--- config.mk ---
export PLATFORM = sky130hd
export DESIGN_NAME = frc_top
export DESIGN_NICKNAME = d
export VERILOG_FILES = /design/src/frc_pkg.sv /design/src/frc_retry.sv /design/src/frc_top.sv
export SDC_FILE = /design/constraint.sdc
export NUM_CORES = 1
export LEC_CHECK = 0
export ABC_AREA = 1
export BUFFER_PORTS_ARGS = -buffer_cell sky130_fd_sc_hd__buf_2
export CORE_MARGIN = 1
export CORE_UTILIZATION = 50
export CTS_BUF_LIST = sky130_fd_sc_hd__clkbuf_4
export DETAILED_ROUTE_END_ITERATION = 8
export PLACE_DENSITY = 0.72
export SYNTH_ARGS = -nofsm -noshare
export SYNTH_HDL_FRONTEND = slang
export SYNTH_HIERARCHICAL = 1
export SYNTH_SLANG_ARGS = --single-unit
--- constraint.sdc ---
create_clock -name clk -period 1.8 [get_ports clk]
set_clock_uncertainty 0.05 [all_clocks]
set_input_delay 0.54 -clock clk [delete_from_list [all_inputs] [get_ports clk]]
set_output_delay 0.54 -clock clk [all_outputs]
set_load 0.02 [all_outputs]
--- src/frc_pkg.sv ---
// Package for the fault response configuration block.
package frc_pkg;
   localparam logic [7:0] CMD_OC = 8'h47;
   localparam logic [7:0] CMD_OT = 8'h50;
   localparam logic [7:0] CMD_VIN_HIGH = 8'h56;
   localparam logic [7:0] CMD_VIN_LOW = 8'h5A;
   localparam logic [7:0] CMD_WRITE_PROTECT = 8'h10;
   localparam int NUM_FAULTS = 4;
   localparam int IDX_OC = 0;
   localparam int IDX_OT = 1;
   localparam int IDX_VIN_HIGH = 2;
   localparam int IDX_VIN_LOW = 3;
   localparam int ACTION_MSB = 7;
   localparam int ACTION_LSB = 6;
   localparam int RESTART_MSB = 5;
   localparam int RESTART_LSB = 3;
   localparam int WP_LOCK_FULL_BIT = 7;
   localparam logic [1:0] ACTION_IGNORE = 2'h0;
   localparam logic [1:0] ACTION_SHUT_OC = 2'h3;
   localparam logic [1:0] ACTION_SHUT_OTHER = 2'h2;
   localparam logic [2:0] RESTART_LATCH = 3'h0;
   localparam logic [2:0] RESTART_MAX_FINITE = 3'h6;
   localparam logic [2:0] RESTART_UNLIMITED = 3'h7;
   localparam logic [7:0] RESET_OC = 8'hC0;
   localparam logic [7:0] RESET_OT = 8'h80;
   localparam logic [7:0] RESET_VIN_HIGH = 8'hB8;
   localparam logic [7:0] RESET_VIN_LOW = 8'hB8;
   localparam logic [7:0] RESET_WRITE_PROTECT = 8'h00;
   localparam logic [7:0] RSVD_MASK = 8'hF8;
   localparam logic [7:0] WP_MASK = 8'hC0;

   typedef struct packed {
      logic wr;
      logic rd;
      logic [7:0] cmd;
      logic [7:0] data;
   } frc_req_s;

   typedef struct packed {
      logic [1:0] action;
      logic [2:0] restart_count;
   } frc_cfg_s;
endpackage : frc_pkg

--- src/frc_retry.sv ---
// Retry tracker for one fault type.
`timescale 1ns/1ps
module frc_retry (
   // Clock and reset.
   input wire logic clk,
   input wire logic rst,
   // Configuration and fault events.
   input frc_pkg::frc_cfg_s cfg,
   input wire logic shut_code,
   input wire logic fault,
   input wire logic gate_on_cmd,
   // Results.
   output logic shut_req,
   output logic latched_off,
   output logic [2:0] attempts
);
   logic [2:0] cnt_r;
   logic latch_r;
   logic shuts;
   logic [1:0] shut_val;
   logic [2:0] cnt_eff;

   // A fault shuts the gate only when its action code is the shutdown code.
   assign shut_val = shut_code ? frc_pkg::ACTION_SHUT_OC
                               : frc_pkg::ACTION_SHUT_OTHER;
   assign shuts = fault && (cfg.action == shut_val);
   // A gate-on command in the same cycle counts from a cleared counter.
   assign cnt_eff = gate_on_cmd ? 3'h0 : cnt_r;
   assign shut_req = shuts;
   assign latched_off = latch_r;
   assign attempts = cnt_r;

   ////////////////////////////////////////////////////////////////////////
   // Restart counting.
   always_ff @(posedge clk) begin
      if (rst) begin
         cnt_r <= 3'h0;
      end else if (gate_on_cmd) begin
         cnt_r <= {2'h0, shuts};
      end else if (shuts && !latch_r && cnt_r != 3'h7) begin
         cnt_r <= cnt_r + 3'h1;
      end
   end

   always_ff @(posedge clk) begin
      if (rst) begin
         latch_r <= 1'b0;
      end else if (shuts &&
                   cfg.restart_count == frc_pkg::RESTART_LATCH) begin
         latch_r <= 1'b1;
      end else if (shuts &&
                   cfg.restart_count != frc_pkg::RESTART_UNLIMITED &&
                   cnt_eff >= cfg.restart_count) begin
         latch_r <= 1'b1;
      end else if (gate_on_cmd) begin
         latch_r <= 1'b0;
      end
   end

   property p_latch_zero;
      @(posedge clk) disable iff (rst)
      (shuts && cfg.restart_count == frc_pkg::RESTART_LATCH) |=> latch_r;
   endproperty
   a_latch_zero: assert property (p_latch_zero)
      else $error("Latch-off code did not latch.");

   property p_unlimited;
      @(posedge clk) disable iff (rst)
      (!latch_r && cfg.restart_count == frc_pkg::RESTART_UNLIMITED &&
       !gate_on_cmd) |=> !latch_r;
   endproperty
   a_unlimited: assert property (p_unlimited)
      else $error("Unlimited retries latched off.");

   property p_clear_on;
      @(posedge clk) disable iff (rst)
      (gate_on_cmd && !shuts) |=> (cnt_r == 3'h0 && !latch_r);
   endproperty
   a_clear_on: assert property (p_clear_on)
      else $error("Gate-on command did not clear retry state.");

   property p_ignore;
      @(posedge clk) disable iff (rst)
      (cfg.action == frc_pkg::ACTION_IGNORE) |-> !shut_req;
   endproperty
   a_ignore: assert property (p_ignore)
      else $error("Ignored fault requested shutdown.");
endmodule : frc_retry

--- src/frc_top.sv ---
// Fault response configuration registers and per-fault shutdown logic.
// Notes on behaviour
// - Action field bits 7:6; 00 ignores the fault, gate stays on.
// - Retry 000 latches off, 001..110 that many retries, 111 unlimited.
// - Overcurrent action 11 shuts down; resets to 11 with latch-off.
// - Overtemperature action 10 shuts down; resets to 10, latch-off.
// - Input high action 10 shuts down; resets to 10, unlimited.
// - Input low action 10 shuts down; resets to 10, unlimited.
// - Retry bits 5:3; bits 2:0 ignore writes and read zero.
// - Full write lock blocks these writes; protect register stays writable.
`timescale 1ns/1ps
module frc_top (
   // Clock and reset.
   input wire logic clk,
   input wire logic rst,
   // Command port.
   input frc_pkg::frc_req_s req,
   output logic [7:0] rd_data,
   output logic rd_valid,
   output logic wr_refused,
   // Fault events and gate control.
   input wire logic [3:0] fault_in,
   input wire logic gate_on_cmd,
   output logic gate_off,
   output logic [3:0] latched_off,
   output logic write_lock_full
);
   logic [7:0] resp_r [frc_pkg::NUM_FAULTS];
   logic [7:0] wp_r;
   logic [7:0] rd_nxt;
   logic [3:0] sel;
   logic [3:0] shut_req;
   logic [3:0] lat;
   logic [7:0] rst_val [frc_pkg::NUM_FAULTS];
   logic [7:0] cmd_code [frc_pkg::NUM_FAULTS];
   logic [3:0] shut_is_oc;
   logic locked;

   assign rst_val[frc_pkg::IDX_OC] = frc_pkg::RESET_OC;
   assign rst_val[frc_pkg::IDX_OT] = frc_pkg::RESET_OT;
   assign rst_val[frc_pkg::IDX_VIN_HIGH] = frc_pkg::RESET_VIN_HIGH;
   assign rst_val[frc_pkg::IDX_VIN_LOW] = frc_pkg::RESET_VIN_LOW;
   assign cmd_code[frc_pkg::IDX_OC] = frc_pkg::CMD_OC;
   assign cmd_code[frc_pkg::IDX_OT] = frc_pkg::CMD_OT;
   assign cmd_code[frc_pkg::IDX_VIN_HIGH] = frc_pkg::CMD_VIN_HIGH;
   assign cmd_code[frc_pkg::IDX_VIN_LOW] = frc_pkg::CMD_VIN_LOW;
   assign shut_is_oc = 4'h1;
   assign locked = wp_r[frc_pkg::WP_LOCK_FULL_BIT];
   assign write_lock_full = locked;

   ////////////////////////////////////////////////////////////////////////
   // Write protect register stays writable under the lock.
   always_ff @(posedge clk) begin
      if (rst) begin
         wp_r <= frc_pkg::RESET_WRITE_PROTECT;
      end else if (req.wr && req.cmd == frc_pkg::CMD_WRITE_PROTECT) begin
         wp_r <= req.data & frc_pkg::WP_MASK;
      end
   end

   ////////////////////////////////////////////////////////////////////////
   // Fault response registers and retry trackers.
   genvar g;
   generate
      for (g = 0; g < frc_pkg::NUM_FAULTS; g++) begin : g_fault
         frc_pkg::frc_cfg_s cfg;
         assign sel[g] = (req.cmd == cmd_code[g]);
         assign cfg.action =
            resp_r[g][frc_pkg::ACTION_MSB:frc_pkg::ACTION_LSB];
         assign cfg.restart_count =
            resp_r[g][frc_pkg::RESTART_MSB:frc_pkg::RESTART_LSB];

         always_ff @(posedge clk) begin
            if (rst) begin
               resp_r[g] <= rst_val[g];
            end else if (req.wr && sel[g] && !locked) begin
               resp_r[g] <= req.data & frc_pkg::RSVD_MASK;
            end
         end

         frc_retry u_retry (
            .clk(clk),
            .rst(rst),
            .cfg(cfg),
            .shut_code(shut_is_oc[g]),
            .fault(fault_in[g]),
            .gate_on_cmd(gate_on_cmd),
            .shut_req(shut_req[g]),
            .latched_off(lat[g]),
            .attempts()
         );
      end
   endgenerate

   ////////////////////////////////////////////////////////////////////////
   // Gate shutdown and read port.
   always_ff @(posedge clk) begin
      if (rst) begin
         gate_off <= 1'b0;
      end else if (|shut_req) begin
         gate_off <= 1'b1;
      end else if (gate_on_cmd) begin
         gate_off <= 1'b0;
      end
   end

   assign latched_off = lat;

   always_comb begin
      rd_nxt = 8'h00;
      for (int i = 0; i < frc_pkg::NUM_FAULTS; i++) begin
         if (sel[i]) begin
            rd_nxt = resp_r[i] & frc_pkg::RSVD_MASK;
         end
      end
      if (req.cmd == frc_pkg::CMD_WRITE_PROTECT) begin
         rd_nxt = wp_r;
      end
   end

   always_ff @(posedge clk) begin
      if (rst) begin
         rd_data <= 8'h00;
         rd_valid <= 1'b0;
         wr_refused <= 1'b0;
      end else begin
         rd_valid <= req.rd;
         if (req.rd) begin
            rd_data <= rd_nxt;
         end
         wr_refused <= req.wr && locked && (|sel);
      end
   end

   property p_lock;
      @(posedge clk) disable iff (rst)
      (req.wr && locked && sel[frc_pkg::IDX_OC])
         |=> $stable(resp_r[frc_pkg::IDX_OC]) && wr_refused;
   endproperty
   a_lock: assert property (p_lock)
      else $error("Locked write changed overcurrent register.");

   property p_rsvd;
      @(posedge clk) disable iff (rst)
      req.rd |=> rd_valid && (rd_data[2:0] == 3'h0);
   endproperty
   a_rsvd: assert property (p_rsvd)
      else $error("Reserved bits read nonzero.");

   property p_oc_reset;
      @(posedge clk) $fell(rst) |-> resp_r[frc_pkg::IDX_OC] == 8'hC0;
   endproperty
   a_oc_reset: assert property (p_oc_reset)
      else $error("Overcurrent reset value wrong.");

   property p_ot_reset;
      @(posedge clk) $fell(rst) |-> resp_r[frc_pkg::IDX_OT] == 8'h80;
   endproperty
   a_ot_reset: assert property (p_ot_reset)
      else $error("Overtemperature reset value wrong.");

   property p_vh_reset;
      @(posedge clk) $fell(rst) |-> resp_r[frc_pkg::IDX_VIN_HIGH] == 8'hB8;
   endproperty
   a_vh_reset: assert property (p_vh_reset)
      else $error("Input high reset value wrong.");

   property p_vl_reset;
      @(posedge clk) $fell(rst) |-> resp_r[frc_pkg::IDX_VIN_LOW] == 8'hB8;
   endproperty
   a_vl_reset: assert property (p_vl_reset)
      else $error("Input low reset value wrong.");

   property p_oc_shut;
      @(posedge clk) disable iff (rst)
      (fault_in[0] && resp_r[frc_pkg::IDX_OC][7:6] == 2'h3 && !gate_on_cmd)
         |=> gate_off;
   endproperty
   a_oc_shut: assert property (p_oc_shut)
      else $error("Overcurrent fault did not shut the gate.");

   property p_ot_shut;
      @(posedge clk) disable iff (rst)
      (fault_in[1] && resp_r[frc_pkg::IDX_OT][7:6] == 2'h2 && !gate_on_cmd)
         |=> gate_off;
   endproperty
   a_ot_shut: assert property (p_ot_shut)
      else $error("Overtemperature fault did not shut the gate.");
endmodule : frc_top

# Word level (Yosys, flattened, before mapping)
# Memories as Yosys holds them, arrays and structs flattened.
# Cells that the tools add are included.
# Widths: inputs -> output; s select.
[totals]
reg_bits = 29
latchBits = 0
mem_bits_rw = 20
romBits = 0
inputBits = 25
output_inout_bits = 16
word_cells = 148
n_memories = 1
[memory_table]
columns = ["memory", "words", "word_bits", "rd", "rd_ports_with_merged_regs", "write_ports", "line", "rtl"]
rows = [
  ["resp_r", 4, 5, 4, 0, 4, "frc_top.sv:28", "logic [7:0] resp_r [frc_pkg::NUM_FAULTS];"],
]
[op_classes]
addsub = 4
multipliers = 0
div_mod_pow = 0
magnitude_cmp = 4
n_eq_ne = 17
shift = 0
n_mux = 45
bitwise_logic = 4
n_reduce_logical = 56
[op_table]
columns = ["operator", "count"]
rows = [
  ["$mux 8", 5],
  ["$logic_and 1x1->1", 35],
  ["$eq 8x7->1 const B", 4],
  ["$mux 1", 32],
  ["$ne 3x3->1 const B", 8],
  ["$mux 5", 4],
  ["$add 3x1->3 const B", 4],
  ["$ge 3x3->1", 4],
  ["$logic_not 3->1", 4],
  ["$mux 3", 4],
  ["$reduce_bool 3->1", 4],
  ["$reduce_bool 2->1", 5],
  ["$eq 2x2->1 const B", 4],
  ["$eq 8x5->1 const B", 1],
  ["$reduce_or 4->1", 2],
  ["$logic_not 1->1", 5],
  ["$or 1x1->1", 4],
  ["$reduce_or 2->1", 1],
]

# Logic depth before layout (Yosys ltp)
[depth]
depth_word = 7
mapped_depth = 11
ltp_nobuf = 11

# Cells and area by module
# Netlist, hierarchy kept.
[by_module_without_submodules]
columns = ["mod", "n_inst", "cells_per_inst", "area_per_inst_um2", "seq_area_each_um2"]
rows = [
  ["frc_top", 1, 185, 1534.0, 800.8],
  ["frc_retry", 4, 61, 376.6, 80.1],
]

# Worst setup path after synthesis
# No wires, ideal clock.
[synth_path]
path_type = "input port to flip-flop"
startpoint = "input port req[13] (netlist name)"
endpoint = "memory resp_r[3][0] (netlist name), enable pin"
setup_ps = 313
arrival_time_ps = 1257
required_ps = 1437
slack_ps = 180
path_stages = 7
n_path_buf = 0
path_cell_list = "inv_1 nand2_1 nor2_4 nand2_4 inv_2 nand2_2 nand2_1"
[synth_lines]
columns = ["element", "line", "rtl"]
rows = [
  ["start: declaration", "frc_top.sv:17", "input frc_pkg::frc_req_s req,"],
  ["end: declaration", "frc_top.sv:28", ""],
]

# Worst setup path in the final report
[layout_path]
startpoint = "register g_fault[0].u_retry.latch_r"
endpoint = "output port latched_off[0]"
[layout_lines]
columns = ["element", "line", "rtl"]
rows = [
  ["start: declaration", "frc_retry.sv:18", "logic latch_r;"],
  ["start signal: assignment", "frc_retry.sv:47", "latch_r <= 1'b0;"],
  ["start signal: assignment", "frc_retry.sv:50", "latch_r <= 1'b1;"],
  ["start signal: assignment", "frc_retry.sv:54", "latch_r <= 1'b1;"],
  ["end: declaration", "frc_top.sv:25", "output logic [3:0] latched_off,"],
]
# No word-level cell between the ends.

==> insert_results.sql <==
INSERT INTO impl_metrics (metric_group, metric, value, unit) VALUES
('sta', 'setup_violating_endpoint_count_in_the_final_report', '0', ''),
('synthesis', 'synth_sequential_area_ratio', '0.369', ''),
('worst_setup_path', 'critPathTopFamily', 'flip-flops', ''),
('routing', 'remaining_design_rule_violation_count', '0', ''),
('worst_setup_path', 'worstSetupStartpointType', 'register', ''),
('sta', 'setup_total_negative_slack', '0', 'ns'),
('min_path', 'min_path_type', 'in2reg', ''),
('grt', 'grt_antenna_before_repair', '0', ''),
('worst_setup_path', 'critical-path-max-stage-delay', '0.45', 'ns'),
('final_layout', 'multiInputGateArea', '0.00162', 'mm^2'),
('power_and_ir_drop', 'power.share.combinational', '0.152', ''),
('worst_setup_path', 'cp.required', '1.21', 'ns'),
('floorplanning', 'die_width', '80.0', 'um'),
('final_layout', 'fin_area', '0.00346', 'mm^2'),
('sta', 'min_period_over_period', '0.885', ''),
('worst_setup_path', 'setup.reg_to_reg.worst_slack', '0.41', 'ns'),
('worst_setup_path', 'endpoint_kind', 'output port', ''),
('synthesis', 'gate_count_of_the_mapped_netlist', '429', ''),
('place', 'dp_hpwl', '5.12', 'mm'),
('routing', 'routed_via_density', '4.77', ''),
('power_and_ir_drop', 'static-leakage-power', '1.83', 'nW'),
('clock_network', 'tritoncts', 'yes', ''),
('routing', 'drt-pass1-iter-count', '5', ''),
('grt', 'track_usage', '0.214', ''),
('clock_network', 'max-clock-path-buffers', '2', ''),
('grt', 'first_pass_grt_wire_length', '10.6', 'mm'),
('power_and_ir_drop', 'cell_internal_pwr', '1.36', 'mW'),
('power_and_ir_drop', 'p_seq_frac', '0.588', ''),
('routing', 'route.antenna.remaining_nets', '0', ''),
('power_and_ir_drop', 'max-vdd-ir-drop', '0.323', 'mV'),
('synthesis', 'async_set_or_reset_register_ratio_after_synthesis', '0', ''),
('floorplanning', 'std_cell_rows', '28', ''),
('outcome', 'status', 'finished, final reports clean', ''),
('synthesis', 'synth_common_cells', '126 x nand2_1, 62 x nor2_1, 54 x inv_1', ''),
('power_and_ir_drop', 'p_sw', '0.566', 'mW'),
('worst_setup_path', 'timing_worst_setup_path_type', 'reg2out', ''),
('clock_network', 'post_cts_resized', '0', ''),
('routing', 'dr.first_iter.drc_count', '138', ''),
('sta', 'hold_viol', '0', ''),
('sta', 'post-route-worst-setup-slack', '0.207', 'ns'),
('synthesis', 'synth-edff-count', '20', ''),
('worst_setup_path', 'crit_arrival', '1.00', 'ns'),
('place', 'pre_cts_setup_slack', '-0.00408', 'ns'),
('clock_network', 'hold_buffers', '0', ''),
('synthesis', 'yosys_register_bits', '46', ''),
('synthesis', 'synth_top_flop_cell', 'dfxtp_1', ''),
('final_layout', 'layout-drive-gt1-share', '0.234', ''),
('worst_setup_path', 'worstPathBufferInverterCount', '1', ''),
('synthesis', 'synth.area.top_cells', 'edfxtp_1 20%, dfxtp_1 17%, nand2_1 16%', ''),
('final_layout', 'area_growth_syn_to_layout', '13.7', '%'),
('worst_setup_path', 'rr_worst_depth', '8', ''),
('clock_network', 'clock-root-buffer', 'clkbuf_4', ''),
('worst_setup_path', 'worstReg2RegEnd', 'gate_off', ''),
('job', 'drv.max_cap_violation_count', '0', ''),
('final_layout', 'fillerInstances', '563', ''),
('floorplanning', 'floorplan.die_area', '0.00640', 'mm^2'),
('synthesis', 'postSynthAreaPerCell', '7.09', 'um^2'),
('power_and_ir_drop', 'power.density_cell_area', '556', 'mW/mm^2'),
('worst_setup_path', 'slowest_stage', 'dfxtp_1', ''),
('clock_network', 'cts_setup_buffers', '0', ''),
('clock_network', 'cts_htree_levels', '2', ''),
('synthesis', 'synth_most_common_cell', 'nand2_1', ''),
('clock_network', 'cts.reportedPaths.clkPinSlew', '0.14', 'ns'),
('power_and_ir_drop', 'power_switching_share', '0.294', ''),
('sta', 'final_period_minus_worst_setup_slack', '1.59', 'ns'),
('sta', 'achievable-frequency', '0.628', 'GHz'),
('place', 'dpl_cell_area', '0.00340', 'mm^2'),
('synthesis', 'yosysWarningCount', '6', ''),
('floorplanning', 'die_h', '80.0', 'um'),
('min_path', 'hold_end', 'wr_refused', ''),
('place', 'place.port_buffers', '34', '');
-- cell type report --
cell class	instances	share of cell area
multi-input cells	307	0.470
inverters	81	0.0880
clock inverters	3	0.00471
well taps	75	0.0272
flip-flops and latches	46	0.324
clock buffers	5	0.0109
repair buffers	46	0.0753
-- power by group through the flow --
stage          Sequential (mW)  Combinational, mW  Clock (mW)
2_1_floorplan             1.16              0.195           0
3_3_place_gp              1.15              0.285           0
3_5_place_dp              1.15              0.292           0
5_1_grt                   1.13              0.336       0.551
4_1_cts                   1.13              0.293       0.514
6_report                  1.13              0.292       0.501
-- placed cells by master, fill, tap and decap left out, drive strengths merged, types with 6 or more instances in the layout --
cell,synthesis,layout
nand2,139,139
edfxtp,20,20
nand3,26,26
buf,3,46
nor2,78,78
nand4,9,9
inv,81,81
dfxtp,26,26
ha,20,20
a21oi,13,13
conb,2,11
o21ai,6,6
-- routing by layer --
layer	wire length, um	vias up	part of all wire	GRT usage
li1	-	1433	-	-
met3	222	5	0.036	0.0446
met1	2890	1195	0.46	0.258
met4	54	0	0.0087	0.0482
met5	0	-	0	0
met2	3060	53	0.49	0.387
-- state kept, by name, indices dropped and copies added (netlist names) --
signal                       cells
wr_refused                       1
resp_r                          20
rd_data                          5
wp_r                             2
g_fault.u_retry/latched_off      4
rd_valid                         1
gate_off                         1
g_fault.u_retry/attempts        12
-- kinds of logic after synthesis --
| logic type | synth area share |
|---|---|
| and+or+nand+nor | 0.407 |
| buffers and inverters | 0.109 |
| DFF | 0.369 |
| adders and majority gates | 0.0823 |
| AOI/OAI and AO/OA | 0.0313 |
| other | 0.00247 |
-- per-stage QoR --
stage / utilization / power, mW / hold slack (ns) / instances
2_1_floorplan: - / 1.35 / 0.390 / 438
3_3_place_gp: 0.578 / 1.44 / 0.401 / 555
3_5_place_dp: 0.578 / 1.45 / 0.403 / 555
4_1_cts: 0.587 / 1.94 / 0.379 / 563
5_1_grt: 0.587 / 2.02 / 0.384 / 563
6_report: 0.587 / 1.92 / 0.386 / 563
-- worst min-delay path, stage by stage --
cell,delay [ns]
buf_2,0.12
nand3_1,0.07
a21oi_1,0.04
-- worst max-delay path by stage --
stage	from	end	slack (ns)	cells past startpoint
after floorplan	req[13]	resp_r[3][0]	0.18	7
after global placement	req[13]	resp_r[1][2]	0.03	6
after detailed placement	req[11]	resp_r[0][0]	-0.004	6
after CTS	g_fault[0].u_retry/latched_off	latched_off[0]	0.19	1
after global routing	resp_r[0][3]	gate_off	0.12	8
final	g_fault[0].u_retry/latched_off	latched_off[0]	0.21	1
Power figures use the tool's default switching activity.
